**src/common/bppc_pkg.sv**
```systemverilog
// constants shared by the port block: register offsets, field layout,
// reset values and pin-map masks.
// assumes byte-wide registers on a 12-bit register address.
package bppc_pkg;

    // ----------------------------------------
    // bus geometry
    // ----------------------------------------
    localparam int ADDR_W = 12;
    localparam int DATA_W = 8;
    localparam int PIN_N = 7;
    localparam int CONV_W = 5;
    localparam int CMP_W = 3;
    localparam int PAD_W = 3;

    // ----------------------------------------
    // register offsets
    // ----------------------------------------
    localparam logic [11:0] OFS_PAD_CFG = 12'hF3C;
    localparam logic [11:0] OFS_PIN_STATE = 12'hF00;
    localparam logic [11:0] OFS_OUT_LATCH = 12'hF01;
    localparam logic [11:0] OFS_PIN_DIR = 12'hF02;
    localparam logic [11:0] OFS_CONV_CFG = 12'hF03;
    localparam logic [11:0] OFS_CMP_CTL = 12'hF04;

    // ----------------------------------------
    // pad config field positions
    // ----------------------------------------
    localparam int PAD_TTL_BIT = 0;
    localparam int PAD_SEL_LSB = 1;
    localparam int PAD_SEL_MSB = 2;

    // ----------------------------------------
    // reset values
    // ----------------------------------------
    localparam logic [6:0] DIR_RST = 7'h7F;
    localparam logic [6:0] LAT_RST = 7'h00;
    localparam logic [4:0] CONV_RST = 5'h00;
    localparam logic [2:0] CMP_RST = 3'h0;
    localparam logic [2:0] PAD_RST = 3'h0;

    // ----------------------------------------
    // pin-map masks
    // ----------------------------------------
    localparam logic [6:0] CMP_BLOCK_MASK = 7'h0F;
    localparam logic [6:0] OSC_LOST_MASK = 7'h60;

    typedef enum logic [1:0] {
        BPPC_SEL_ALARM = 2'h0,
        BPPC_SEL_SECONDS = 2'h1,
        BPPC_SEL_SOURCE = 2'h2,
        BPPC_SEL_RESERVED = 2'h3
    } bppc_clk_sel_t;

endpackage : bppc_pkg

```
**src/common/bppc_port_if.sv**
```systemverilog
// signals passed from the register core to the pin and clock-pin logic.
// assumes one clock domain; no clocking here.
`timescale 1ns/1ps
`default_nettype none
interface bppc_port_if;
    logic [6:0] dir;
    logic [6:0] lat;
    logic [6:0] analog;
    logic [6:0] lost;
    logic cmp_on;
    logic [6:0] pin_in;
    logic [6:0] pin_out;
    logic [6:0] pin_oe;
    logic [6:0] pin_rd;
    bppc_pkg::bppc_clk_sel_t sel;
    logic out_en;
    logic alarm;
    logic seconds;
    logic source;
    logic clk_pin;
    logic clk_oe;

    modport core (output dir, lat, analog, lost, cmp_on, pin_in, sel,
        out_en, alarm, seconds, source, input pin_out, pin_oe, pin_rd,
        clk_pin, clk_oe);
    modport pins (input dir, lat, analog, lost, cmp_on, pin_in,
        output pin_out, pin_oe, pin_rd);
    modport clks (input sel, out_en, alarm, seconds, source,
        output clk_pin, clk_oe);
endinterface : bppc_port_if
`default_nettype wire

```
**src/hdl/bppc_pin_mux.sv**
```systemverilog
// per-pin driver enable and digital read path.
// assumes pin inputs already synchronous to the core clock.
`timescale 1ns/1ps
`default_nettype none
module bppc_pin_mux (
    bppc_port_if.pins port
);

    // ----------------------------------------
    // per-pin logic
    // ----------------------------------------
    genvar i;
    generate
        for (i = 0; i < bppc_pkg::PIN_N; i++)
        begin : g_pin
            // direction drives pin
            // direction rules even analog
            assign port.pin_oe[i] = ~port.dir[i] & ~port.lost[i];
            assign port.pin_out[i] = port.lat[i];
            // analog pins read zero
            // comparators block digital read
            assign port.pin_rd[i] = port.pin_in[i] & ~port.analog[i]
                & ~port.lost[i]
                & ~(port.cmp_on & bppc_pkg::CMP_BLOCK_MASK[i]);
        end
    endgenerate

endmodule : bppc_pin_mux
`default_nettype wire

```
**src/hdl/bppc_clk_out.sv**
```systemverilog
// clock-pin source select and gating.
// assumes the three clock-unit signals are synchronous to core_clk.
`timescale 1ns/1ps
`default_nettype none
module bppc_clk_out (
    input wire logic core_clk,
    input wire logic rst,
    bppc_port_if.clks port
);

    logic sel_sig;

    // ----------------------------------------
    // source select
    // ----------------------------------------
    // source select decode
    always_comb
    begin
        case (port.sel)
            bppc_pkg::BPPC_SEL_ALARM: sel_sig = port.alarm;
            bppc_pkg::BPPC_SEL_SECONDS: sel_sig = port.seconds;
            bppc_pkg::BPPC_SEL_SOURCE: sel_sig = port.source;
            default: sel_sig = 1'b0;
        endcase
    end

    // ----------------------------------------
    // registered pin drive
    // ----------------------------------------
    // gated by output enable
    always_ff @(posedge core_clk or posedge rst)
    begin
        if (rst)
        begin
            port.clk_pin <= 1'b0;
            port.clk_oe <= 1'b0;
        end
        else
        begin
            port.clk_pin <= sel_sig & port.out_en;
            port.clk_oe <= port.out_en;
        end
    end

endmodule : bppc_clk_out
`default_nettype wire

```
**src/hdl/bppc_port_top.sv**
```systemverilog
// seven-pin bidirectional port with pad configuration register.
// assumes a single-cycle register port with read data one cycle later,
// pins synchronous to core_clk, and a clock unit supplying three signals.
//
// Summary of operation
// The port has seven two-way pins, cut to five in the narrow oscillator mode.
// A direction bit of one floats that pin's driver, zero drives the latch onto it.
// Reading the pin state register returns pin levels, writing it loads the latch.
// The output latch register has its own address and reads back the latch.
// Pins zero to three and five switch between digital and analog by converter bits.
// Pins zero to three feed comparators, which must be off for digital reads.
// After reset the analog-capable pins are analog and read as zero.
// Direction bits keep control of drivers in analog use; software holds them at input.
// A two-bit field at bits two to one picks alarm, seconds or source clock, 11 reserved.
// Bit zero of the pad config picks TTL buffers when one, Schmitt when zero.
// The chosen clock reaches its pin only with the separate output enable set.
// Pad config bits seven to three ignore writes and read as zero.
// Writes land on the next clock edge and reset clears the pad config.
`timescale 1ns/1ps
`default_nettype none
module bppc_port_top #(
    parameter int PIN_COUNT = 7,
    parameter int ADDR_WIDTH = 12
) (
    input wire logic core_clk,
    input wire logic rst,
    input wire logic [ADDR_WIDTH-1:0] reg_addr,
    input wire logic [7:0] reg_wdata,
    input wire logic reg_wr,
    input wire logic reg_rd,
    output logic [7:0] reg_rdata,
    input wire logic [PIN_COUNT-1:0] pin_in,
    output logic [PIN_COUNT-1:0] pin_out,
    output logic [PIN_COUNT-1:0] pin_oe,
    input wire logic osc_narrow,
    input wire logic alarm_pulse,
    input wire logic seconds_clk,
    input wire logic source_clk,
    input wire logic clock_out_en,
    output logic clock_pin_out,
    output logic clock_pin_oe,
    output logic parallel_ttl_sel
);

    // ----------------------------------------
    // elaboration checks
    // ----------------------------------------
    // the pin map is fixed at seven pins
    if (PIN_COUNT != bppc_pkg::PIN_N)
    begin : g_bad_pins
        $error("pin count must be seven");
    end

    if (ADDR_WIDTH != bppc_pkg::ADDR_W)
    begin : g_bad_addr
        $error("address width must be twelve");
    end

    // the register widths below are tied to the package field layout
    if (bppc_pkg::DATA_W != 8 || bppc_pkg::CONV_W != 5 || bppc_pkg::CMP_W != 3)
    begin : g_bad_widths
        $error("register widths do not match the pin map");
    end

    // the clock pin select is a two-bit field inside the stored pad bits
    if (bppc_pkg::PAD_SEL_MSB - bppc_pkg::PAD_SEL_LSB != 1)
    begin : g_bad_sel
        $error("clock pin select field must be two bits");
    end

    if (bppc_pkg::PAD_SEL_MSB >= bppc_pkg::PAD_W || bppc_pkg::PAD_TTL_BIT >= bppc_pkg::PAD_W)
    begin : g_bad_pad
        $error("pad fields must sit inside the stored pad bits");
    end

    // a shared offset would let one write land in two registers
    if (bppc_pkg::OFS_PAD_CFG == bppc_pkg::OFS_PIN_STATE
        || bppc_pkg::OFS_PAD_CFG == bppc_pkg::OFS_OUT_LATCH
        || bppc_pkg::OFS_PAD_CFG == bppc_pkg::OFS_PIN_DIR
        || bppc_pkg::OFS_PAD_CFG == bppc_pkg::OFS_CONV_CFG
        || bppc_pkg::OFS_PAD_CFG == bppc_pkg::OFS_CMP_CTL)
    begin : g_bad_ofs
        $error("pad config offset collides with a port register");
    end

    // ----------------------------------------
    // state
    // ----------------------------------------
    logic [6:0] dir_reg;
    logic [6:0] lat_reg;
    logic [4:0] conv_reg;
    logic [2:0] cmp_reg;
    logic [2:0] pad_reg;
    logic [7:0] rdata_reg;
    logic [7:0] rdata_next;

    // ----------------------------------------
    // decode
    // ----------------------------------------
    logic hit_pad;
    logic hit_state;
    logic hit_latch;
    logic hit_dir;
    logic hit_conv;
    logic hit_cmp;

    assign hit_pad = (reg_addr == bppc_pkg::OFS_PAD_CFG);
    assign hit_state = (reg_addr == bppc_pkg::OFS_PIN_STATE);
    assign hit_latch = (reg_addr == bppc_pkg::OFS_OUT_LATCH);
    assign hit_dir = (reg_addr == bppc_pkg::OFS_PIN_DIR);
    assign hit_conv = (reg_addr == bppc_pkg::OFS_CONV_CFG);
    assign hit_cmp = (reg_addr == bppc_pkg::OFS_CMP_CTL);

    // ----------------------------------------
    // write enables
    // ----------------------------------------
    // the pin state address has no storage of its own: its writes land in the latch
    logic wr_dir;
    logic wr_lat;
    logic wr_conv;
    logic wr_cmp;
    logic wr_pad;

    assign wr_dir = reg_wr && hit_dir;
    assign wr_lat = reg_wr && (hit_state || hit_latch);
    assign wr_conv = reg_wr && hit_conv;
    assign wr_cmp = reg_wr && hit_cmp;
    assign wr_pad = reg_wr && hit_pad;

    // ----------------------------------------
    // sub-block wiring
    // ----------------------------------------
    bppc_port_if port ();

    // ----------------------------------------
    // pin map
    // ----------------------------------------
    logic [6:0] analog_map;

    // converter bits pick analog
    // a converter bit of one makes its pin digital
    assign analog_map = {1'b0, ~conv_reg[4], 1'b0, ~conv_reg[3:0]};

    assign port.dir = dir_reg;
    assign port.lat = lat_reg;
    assign port.analog = analog_map;
    // narrow mode drops two pins
    assign port.lost = osc_narrow ? bppc_pkg::OSC_LOST_MASK : 7'h00;
    // any comparator blocks pins
    assign port.cmp_on = |cmp_reg;
    assign port.pin_in = pin_in;
    assign port.sel = bppc_pkg::bppc_clk_sel_t'(
        pad_reg[bppc_pkg::PAD_SEL_MSB:bppc_pkg::PAD_SEL_LSB]);

    // ----------------------------------------
    // clock unit signals
    // ----------------------------------------
    // the clock pin enable lives in the clock unit, so it arrives as a level, not a register bit
    assign port.out_en = clock_out_en;
    assign port.alarm = alarm_pulse;
    assign port.seconds = seconds_clk;
    assign port.source = source_clk;

    bppc_pin_mux u_pins (
        .port (port.pins)
    );

    bppc_clk_out u_clk (
        .core_clk (core_clk),
        .rst (rst),
        .port (port.clks)
    );

    // ----------------------------------------
    // pin and clock pin outputs
    // ----------------------------------------
    // the pin enable gates the direction flops with osc_narrow, so it can move between clock edges
    assign pin_out = port.pin_out;
    assign pin_oe = port.pin_oe;
    assign clock_pin_out = port.clk_pin;
    assign clock_pin_oe = port.clk_oe;

    // ----------------------------------------
    // direction register
    // ----------------------------------------
    // reset to input so analog pins start undriven
    // direction write
    always_ff @(posedge core_clk or posedge rst)
    begin
        if (rst)
        begin
            dir_reg <= bppc_pkg::DIR_RST;
        end
        else if (wr_dir)
        begin
            dir_reg <= reg_wdata[6:0];
        end
    end

    // ----------------------------------------
    // output latch
    // ----------------------------------------
    // pin state write loads latch
    // latch has own address
    // writes land next edge
    always_ff @(posedge core_clk or posedge rst)
    begin
        if (rst)
        begin
            lat_reg <= bppc_pkg::LAT_RST;
        end
        else if (wr_lat)
        begin
            lat_reg <= reg_wdata[6:0];
        end
    end

    // ----------------------------------------
    // converter configuration
    // ----------------------------------------
    // reset leaves pins analog
    always_ff @(posedge core_clk or posedge rst)
    begin
        if (rst)
        begin
            conv_reg <= bppc_pkg::CONV_RST;
        end
        else if (wr_conv)
        begin
            conv_reg <= reg_wdata[4:0];
        end
    end

    // ----------------------------------------
    // comparator control
    // ----------------------------------------
    // comparator enables
    always_ff @(posedge core_clk or posedge rst)
    begin
        if (rst)
        begin
            cmp_reg <= bppc_pkg::CMP_RST;
        end
        else if (wr_cmp)
        begin
            cmp_reg <= reg_wdata[2:0];
        end
    end

    // ----------------------------------------
    // pad configuration
    // ----------------------------------------
    // reset clears pad config
    // upper bits not stored
    always_ff @(posedge core_clk or posedge rst)
    begin
        if (rst)
        begin
            pad_reg <= bppc_pkg::PAD_RST;
        end
        else if (wr_pad)
        begin
            pad_reg <= reg_wdata[2:0];
        end
    end

    // ----------------------------------------
    // buffer level select
    // ----------------------------------------
    // kept as a flop so the pad sees a glitch-free level
    // ttl versus schmitt
    always_ff @(posedge core_clk or posedge rst)
    begin
        if (rst)
        begin
            parallel_ttl_sel <= 1'b0;
        end
        else
        begin
            parallel_ttl_sel <= wr_pad
                ? reg_wdata[bppc_pkg::PAD_TTL_BIT]
                : pad_reg[bppc_pkg::PAD_TTL_BIT];
        end
    end

    // ----------------------------------------
    // read mux
    // ----------------------------------------
    // unmapped addresses read zero
    // pin state returns the sampled pin level, never the latch, even on a driven pin
    always_comb
    begin
        rdata_next = 8'h00;
        if (hit_state)
        begin
            // pin levels read back
            rdata_next = {1'b0, port.pin_rd};
        end
        else if (hit_latch)
        begin
            // latch value read back
            rdata_next = {1'b0, lat_reg};
        end
        else if (hit_dir)
        begin
            rdata_next = {1'b0, dir_reg};
        end
        else if (hit_conv)
        begin
            rdata_next = {3'h0, conv_reg};
        end
        else if (hit_cmp)
        begin
            rdata_next = {5'h00, cmp_reg};
        end
        else if (hit_pad)
        begin
            // upper bits read zero
            rdata_next = {5'h00, pad_reg};
        end
    end

    // ----------------------------------------
    // read data register
    // ----------------------------------------
    // data stand only in the cycle after the strobe
    always_ff @(posedge core_clk or posedge rst)
    begin
        if (rst)
        begin
            rdata_reg <= 8'h00;
        end
        else if (reg_rd)
        begin
            rdata_reg <= rdata_next;
        end
        else
        begin
            rdata_reg <= 8'h00;
        end
    end

    assign reg_rdata = rdata_reg;

endmodule : bppc_port_top
`default_nettype wire

```
**config.mk**
```make
export PLATFORM = sky130hd
export DESIGN_NAME = bppc_port_top
export DESIGN_NICKNAME = d
export VERILOG_FILES = /design/src/common/bppc_pkg.sv /design/src/common/bppc_port_if.sv /design/src/hdl/bppc_pin_mux.sv /design/src/hdl/bppc_clk_out.sv /design/src/hdl/bppc_port_top.sv
export SDC_FILE = /design/constraint.sdc
export NUM_CORES = 1
export LEC_CHECK = 0
export ABC_CLOCK_PERIOD_IN_PS = 3000
export BUFFER_PORTS_ARGS = -buffer_cell sky130_fd_sc_hd__buf_2
export CORE_ASPECT_RATIO = 0.75
export CORE_MARGIN = 1
export CORE_UTILIZATION = 54
export CTS_CLUSTER_SIZE = 20
export DETAILED_ROUTE_END_ITERATION = 8
export PLACE_DENSITY_LB_ADDON = 0.25
export SYNTH_ARGS = -nofsm -noshare
export SYNTH_HDL_FRONTEND = slang
export SYNTH_HIERARCHICAL = 1
export SYNTH_SLANG_ARGS = --single-unit
```
**constraint.sdc**
```tcl
create_clock -name core_clk -period 3 [get_ports core_clk]
set_input_delay 0.3 -clock core_clk [delete_from_list [all_inputs] [get_ports core_clk]]
set_output_delay 0.3 -clock core_clk [all_outputs]
set_load 0.02 [all_outputs]
```
-- After elaboration in Yosys (flattened, before gate mapping)
Cells that the tools add are included.
- flip-flop bits (word level): 36
- input port bits: 36
- output and inout bits: 25
- word-level logic and storage cells: 79
- bitwise gates (word level): 44
- reduce and logical (&&, ||, !) cells: 8
- mux-type cells: 10
- eq/ne operators: 8
- operators by type and width (kind ; number):
    == test 12 bit (second input constant) ; 6
    two-way mux 7 bit ; 5
    AND 1 bit ; 24
    NOT 1 bit ; 19
    two-way mux 3 bit ; 2
    logical AND 1 bit ; 5
    two-way mux 5 bit ; 1
    NOT 4 bit ; 1
    case mux 1 bit (3 select lines) ; 1
    OR reduction 3 bit ; 1
    == test 2 x 1 -> 1 bit (second input constant) ; 1
    == test 2 bit (second input constant) ; 1
    zero test 2 bit ; 1
    logical OR 1 bit ; 1
    two-way mux 1 bit ; 1

-- Depth between registers and ports, before layout
Gate-level depths: netlist of run 1.
- depth after elaboration: 8
- mapped depth: 6
- gate-level depth less buffers: 6

-- Hierarchy
The synthesis of run 1 kept the hierarchy.
- by module, submodules not included (module ; times used ; area each (um^2) ; cells an instance):
    bppc_port_top ; 1 ; 1686.6 ; 128
    bppc_pin_mux ; 1 ; 161.4 ; 21
    bppc_clk_out ; 1 ; 82.6 ; 7

-- Least setup slack after synthesis of run 1
OpenSTA, ideal clock, no wires.
- kind: in2reg
- start: in reg_addr[5]
- end: reg conv_reg[0]
- setup time: 0.125 ns
- stages: 5
- slack: 1.274 ns
- buffers on the path: 1
- arrival: 1.602 ns
- path through: or3_4 nor4_4 and4_1 buf_4 mux2_2
- longest elaborated chain between the ends: 2
- ends and longest elaborated chain (element ; line ; RTL):
    from (decl) ; bppc_port_top.sv:27 ; input wire logic [ADDR_WIDTH-1:0] reg_addr,
    == test 12 bit ; bppc_port_top.sv:111 ; assign hit_conv = (reg_addr == bppc_pkg::OFS_CONV_CFG);
    logical AND 1 bit ; bppc_port_top.sv:126 ; assign wr_conv = reg_wr && hit_conv;
    to (signal assigned) ; bppc_port_top.sv:226 ; conv_reg <= bppc_pkg::CONV_RST;
    to (signal assigned) ; bppc_port_top.sv:230 ; conv_reg <= reg_wdata[4:0];
    to (decl) ; bppc_port_top.sv:91 ; logic [4:0] conv_reg;
Every way passes these cells.
A chain may end at the register's enable or synchronous reset.

-- Worst setup path in the final report of run 1
- start: in reg_addr[5]
- end: reg dir_reg[0]
- longest elaborated chain between the ends: 2
- ends and longest elaborated chain (element ; line ; RTL):
    == test 12 bit ; bppc_port_top.sv:110 ; assign hit_dir = (reg_addr == bppc_pkg::OFS_PIN_DIR);
    logical AND 1 bit ; bppc_port_top.sv:124 ; assign wr_dir = reg_wr && hit_dir;
    to (signal assigned) ; bppc_port_top.sv:192 ; dir_reg <= bppc_pkg::DIR_RST;
    to (signal assigned) ; bppc_port_top.sv:196 ; dir_reg <= reg_wdata[6:0];
    to (decl) ; bppc_port_top.sv:89 ; logic [6:0] dir_reg;
Every way passes these cells.

==> flow_metrics.py, run 1 <==
metrics = {
    "detailed_routing": {
        "routedWlPerCell_microns": 15.11,
        "route.detailed.drc": 8,
        "vias_per_cell": 5.257,
        "drtAntennaViolNets": 0,
        "drt_pass1_iterations": 6,
        "drtIter0Drc": 117,
        "vias": 1372,
        "wl_microns": 3945,
    },
    "synthesis": {
        "synth_area_leaders": "dfrtp_1, mux2_2, dfstp_2",
        "ys_seq_area_frac": 0.4582,
        "synth_fa_ha_area_frac": 0,
        "synthesis.area_sq_um": 1931,
        "synth_area_leader_cell": "dfrtp_1",
        "synth_top_family_by_area": "multiplexers",
        "synth_ff_type": "dfrtp_1",
        "muxShareOfSynthArea": 0.2216,
        "syn_area_per_cell_sq_um": 12.38,
        "netlist-cell-type-count": 42,
        "synth_compound_area_frac": 0.05638,
        "synth_edf_count": 0,
        "synthesis.instances": 156,
        "yosys.area_share.xor_xnor": 0,
        "yosys_warnings": 6,
        "async_reset_ff_frac": 1.000,
        "synth-simple-area-share": 0.1834,
        "synth_top_area_frac": 0.3629,
        "ys_seq_elements": 35,
    },
    "global_routing": {
        "grt_pass1_wl_microns": 6361,
        "grt_max_degree": 34,
        "grt_usage": 0.2300,
        "grt_pass1_vias": 1269,
        "grt_antenna_before_repair": 0,
        "overflow": 0,
    },
    "timing": {
        "fin_hold_ws_ns": 0.1340,
        "clock_skew_ns": 0.005206,
        "fin_crit_ns": 1.930,
        "rsz0062_at_grt": "false",
        "max_slew_margin": 0.6219,
        "setup_viol": 0,
        "tns_ns": 0,
        "post-route-period-util": 0.6432,
        "worst_slew_pin_slew_ns": 0.5667,
        "fmax_mhz": 518.2,
        "slew_viol_final": 0,
        "hold_violations": 0,
    },
    "critical_path": {
        "r2r_start": "cmp_reg[2]",
        "r2r-end": "reg_rdata[2]",
        "required_ns": 3.21,
        "crit_arrival_ns": 2.14,
        "rrSetupSlack_ns": 1.18,
        "worst_setup_path_start_kind": "primary input",
        "cp_max_fo": 7,
        "worstSetupEndpointType": "flop",
        "crit_type": "in2reg",
        "worstRegToRegCells": 5,
    },
    "clocking": {
        "clk_latency_ns": 0.28,
        "cts_inserted_buffers": 5,
        "h-tree-depth": 2,
        "clockBufferDepth": 2,
        "clkSinkCount": 35,
        "cts_root_buffer": "clkbuf_8",
        "post_cts_buffers": 0,
        "cts_tree": "yes",
        "clkTransAtPathRegs_ns": 0.07,
    },
    "cells_and_area": {
        "multiInputGateArea_sq_um": 939.7,
        "drive_above_1_share": 0.5158,
        "regArea_sq_um": 884.6,
        "final_cell_mix": "buf_2, dfrtp_1, mux2_2",
        "fin_area_sq_um": 2341,
        "fin_nets": 256,
        "fillers": 256,
        "final_common_cell": "buf_2",
        "area_growth_pct": 21.26,
        "antenna_cells": 0,
    },
    "pwr": {
        "ir_worst_vdd_uv": 277.0,
        "powerDensity_nw_per_um2": 432.1,
        "p_comb_frac": 0.094,
        "p_clk_frac": 0.434,
        "power.switching_mw": 0.2289,
        "power.share.sequential": 0.472,
        "power.internal_mw": 0.7826,
        "p_sw_frac": 0.2263,
        "leakage_nw": 1.177,
    },
    "place": {
        "postPlaceCellArea_sq_um": 2213,
        "gp_congestion": 0.8268,
        "port_buffers": 58,
        "dp_hpwl_microns": 2915,
    },
    "min_path": {
        "min_to": "u_clk/port.clk_oe",
        "min_path_type": "in2reg",
        "worst_hold_path.num_cells": 1,
        "min_from": "clock_out_en",
    },
    "floorplan": {
        "fp-row-count": 18,
        "die_w_microns": 71.04,
        "fp.coreArea_sq_um": 3356,
        "dieArea_sq_um": 3821,
        "die_h_microns": 53.78,
        "start_util": 0.5753,
        "ios": 61,
    },
    "outcome": {
        "outcome": "finished, violations left",
        "violations": "design-rule violations",
    },
    "run": {
        "maxCapViolations": 0,
    },
}
[power groups by stage]
stage / registers (mW) / logic, mW / clock network [mW]
4_1_cts: 0.477 / 0.0958 / 0.446
3_5_place_dp: 0.486 / 0.0946 / 0
5_1_grt: 0.478 / 0.105 / 0.474
3_3_place_gp: 0.486 / 0.0918 / 0
2_1_floorplan: 0.488 / 0.0539 / 0
6_report: 0.477 / 0.0949 / 0.439
[stage by stage]
stage | cells | total power [mW] | utilization | setup WS [ns]
final | 261 | 1.012 | 0.6976 | 1.070
after global routing | 261 | 1.057 | 0.6976 | 0.9837
after CTS | 261 | 1.019 | 0.6976 | 1.082
after detailed placement | 252 | 0.5808 | 0.6596 | 0.7748
after global placement | 252 | 0.5777 | 0.6596 | 0.8194
after floorplan | 168 | 0.5415 | - | 1.274
[area by class of cell]
cell class                 instances  share of cell area
tap                               40             0.02138
sequential                        35              0.3779
clock buffer                       6             0.03528
inverter                          11             0.01764
timing repair buffer              60              0.1315
clock inverter                     2             0.01497
multi-input combinational        107              0.4014
[cells by family (layout without fill, tap and decap cells)]
kind of cell,Yosys count,after routing
flip-flops,35,35
multiplexers,32,32
AND/OR/NAND/NOR,46,46
other,1,13
AO/OA/AOI/OAI,16,16
buffers and inverters,26,79
[critical path: stages]
cell and delay (ns):
buf_2 0.11, or3_4 0.40, nor4_4 0.35, and4b_1 0.64
mux2_4 0.35
[layer usage]
| metal | GRT usage | share of wire | up-vias |
|---|---|---|---|
| li1 | - | - | 663 |
| met1 | 0.3165 | 0.47 | 655 |
| met4 | 0.1000 | 0.0025 | 0 |
| met5 | 0 | 0 | - |
| met3 | 0.05805 | 0.067 | 2 |
| met2 | 0.3510 | 0.47 | 52 |
[how the worst max path moves through the flow]
stage | startpoint | endpoint | slack [ns]
2_1_floorplan | reg_addr[5] | conv_reg[0] | 1.27
3_3_place_gp | reg_addr[5] | dir_reg[2] | 0.82
3_5_place_dp | reg_addr[5] | dir_reg[6] | 0.77
4_1_cts | reg_addr[5] | dir_reg[3] | 1.08
5_1_grt | cmp_reg[2] | reg_rdata[2] | 0.98
6_report | reg_addr[5] | dir_reg[0] | 1.07
[synthesized netlist by cell type (2+ instances only)]
cell type,number
buf_6,2
dfrtp_1,28
o211a_1,2
and3_1,2
nor2_1,14
nor4_4,2
nor4b_2,4
inv_1,11
mux2_4,7
a21oi_1,2
nor3b_1,3
buf_4,10
mux2i_1,3
dfstp_2,7
mux2_2,18
mux4_2,4
o21ai_0,5
a32o_1,2
nand2b_1,3
a31oi_1,2
nand2_1,4
[repair_timing]
| item | in CTS | in global routing |
|---|---|---|
| resized for setup | 0 | 0 |
| hold buffers | 1 | 0 |
| hold endpoints to repair | 2 | 0 |
| setup endpoints to repair | 0 | 0 |
Power figures use the tool's default switching activity.
==> inputs of run 2 (changes only) <==
- ABC_CLOCK_PERIOD_IN_PS: 3000 -> 1800
- CORE_UTILIZATION: 54 -> 51
- clock period: 3 -> 1.8 ns (I/O delays scaled with it)
==> flow_metrics.py, run 2 (synthesis gave the netlist of run 1 again) <==
metrics = {
    "outcome": {
        "outcome": "finished clean",
    },
    "timing": {
        "post-route-period-util": 0.9523,
        "rsz0062_at_grt": "false",
        "clock_skew_ns": 0.004064,
        "fin_crit_ns": 1.714,
        "fmax_mhz": 583.4,
        "tns_ns": 0,
        "slew_viol_final": 0,
        "setup_viol": 0,
        "hold_violations": 0,
    },
    "critical_path": {
        "crit_arrival_ns": 1.89,
        "r2r_start": "cmp_reg[2]",
        "required_ns": 1.97,
        "crit_start": "cmp_reg[2]",
        "worst_setup_path_start_kind": "flop",
        "crit_type": "reg2reg",
        "worstSetupEndpointType": "flop",
        "crit_chain": "or3_4 -> nor4b_2 -> nor2b_1 -> a211oi_1 -> a221oi_1",
        "slowest_delay_ns": 0.44,
        "rrSetupSlack_ns": 0.09,
        "slowest_stage": "or3_4",
        "cp_max_fo": 3,
    },
    "detailed_routing": {
        "route.detailed.drc": 0,
        "wl_microns": 4060,
        "drtIter0Drc": 34,
        "vias_per_cell": 5.082,
        "drtAntennaViolNets": 0,
        "drt_pass1_iterations": 6,
        "routedWlPerCell_microns": 14.45,
        "vias": 1428,
    },
    "cells_and_area": {
        "final_common_cell": "buf_2",
        "fin_nets": 266,
        "drive_above_1_share": 0.5411,
        "antenna_cells": 0,
        "area_growth_pct": 26.05,
        "final_cell_mix": "buf_2, dfrtp_1, mux2_2",
        "fin_area_sq_um": 2434,
    },
    "clocking": {
        "clkSinkCount": 35,
        "cts_inserted_buffers": 5,
        "cts_tree": "yes",
        "h-tree-depth": 2,
        "clkTransAtPathRegs_ns": 0.07,
        "clk_latency_ns": 0.28,
        "post_cts_buffers": 0,
        "cts_root_buffer": "clkbuf_8",
        "clockBufferDepth": 2,
    },
    "floorplan": {
        "die_h_microns": 55.29,
        "fp-row-count": 18,
        "ios": 61,
        "fp.coreArea_sq_um": 3446,
        "die_w_microns": 73.05,
        "start_util": 0.5603,
        "dieArea_sq_um": 4038,
    },
    "global_routing": {
        "grt_pass1_wl_microns": 6665,
        "grt_max_degree": 34,
        "grt_antenna_before_repair": 0,
        "overflow": 0,
        "grt_pass1_vias": 1433,
        "grt_usage": 0.2207,
    },
    "pwr": {
        "ir_worst_vdd_uv": 607.6,
        "leakage_nw": 1.227,
        "powerDensity_nw_per_um2": 691.9,
    },
    "place": {
        "dp_hpwl_microns": 3074,
        "port_buffers": 58,
        "gp_congestion": 0.8289,
        "postPlaceCellArea_sq_um": 2301,
    },
    "min_path": {
        "min_from": "clock_out_en",
        "min_path_type": "in2reg",
    },
    "run": {
        "maxCapViolations": 0,
    },
}
run 2: cell type report:
cell class / count / area [sq um]
multi-input cells: 107 / 944.7
inverters: 11 / 41.29
fillers: 285 / 1012
well taps: 50 / 62.56
clock inverters: 2 / 35.03
flip-flops and latches: 35 / 884.6
repair buffers: 70 / 382.9
clock buffers: 6 / 82.58
run 2: worst paths after layout:
check | endpoint | depth (start not counted)
max | reg_rdata[2] | 5
min | u_clk/port.clk_oe | 1
max reg2reg | reg_rdata[2] | 5
min reg2reg | conv_reg[0] | 1
max in group asynchronous | dir_reg[2] | 4
min in group asynchronous | u_clk/port.clk_oe | 3
run 2: layer usage:
metal / GRT usage / vias up / part of all wire / wire length (microns)
met5: 0 / - / 0 / 0
met4: 0.08123 / 0 / 0.019 / 78
met3: 0.06752 / 11 / 0.059 / 238
met2: 0.3492 / 44 / 0.48 / 1930
met1: 0.2840 / 692 / 0.45 / 1812
li1: - / 681 / - / -
run 2: timing repair:
action                     CTS  global route
setup endpoints to repair    0             3
hold endpoints to repair     2             0
hold buffers                 1             0
gates resized for setup      0             1
run 2: worst max-delay path: cells and delay by family (launching register included):
family          cells  cell delay [ns]
compound gates      2             0.39
flops               1             0.40
simple gates        3             0.81
run 2: metrics by stage:
step | cells | setup WS, ns | util | total power [mW] | hold slack (ns)
6_report | 281 | 0.08584 | 0.7062 | 1.684 | 0.01617
3_3_place_gp | 272 | 0.03638 | 0.6678 | 0.9684 | 0.03640
3_5_place_dp | 272 | 0.01990 | 0.6678 | 0.9719 | 0.04345
2_1_floorplan | 168 | 0.1936 | - | 0.9025 | -0.07882
4_1_cts | 281 | 0.01818 | 0.7048 | 1.696 | 0.01143
5_1_grt | 281 | 0.03608 | 0.7062 | 1.744 | 0.009728
run 2: where the power goes:
group          total (mW)  internal (mW)  leakage [nW]  switching [mW]
clock network       0.725          0.448        0.0612           0.277
registers           0.796          0.793         0.460         0.00306
logic               0.163         0.0677         0.706          0.0950
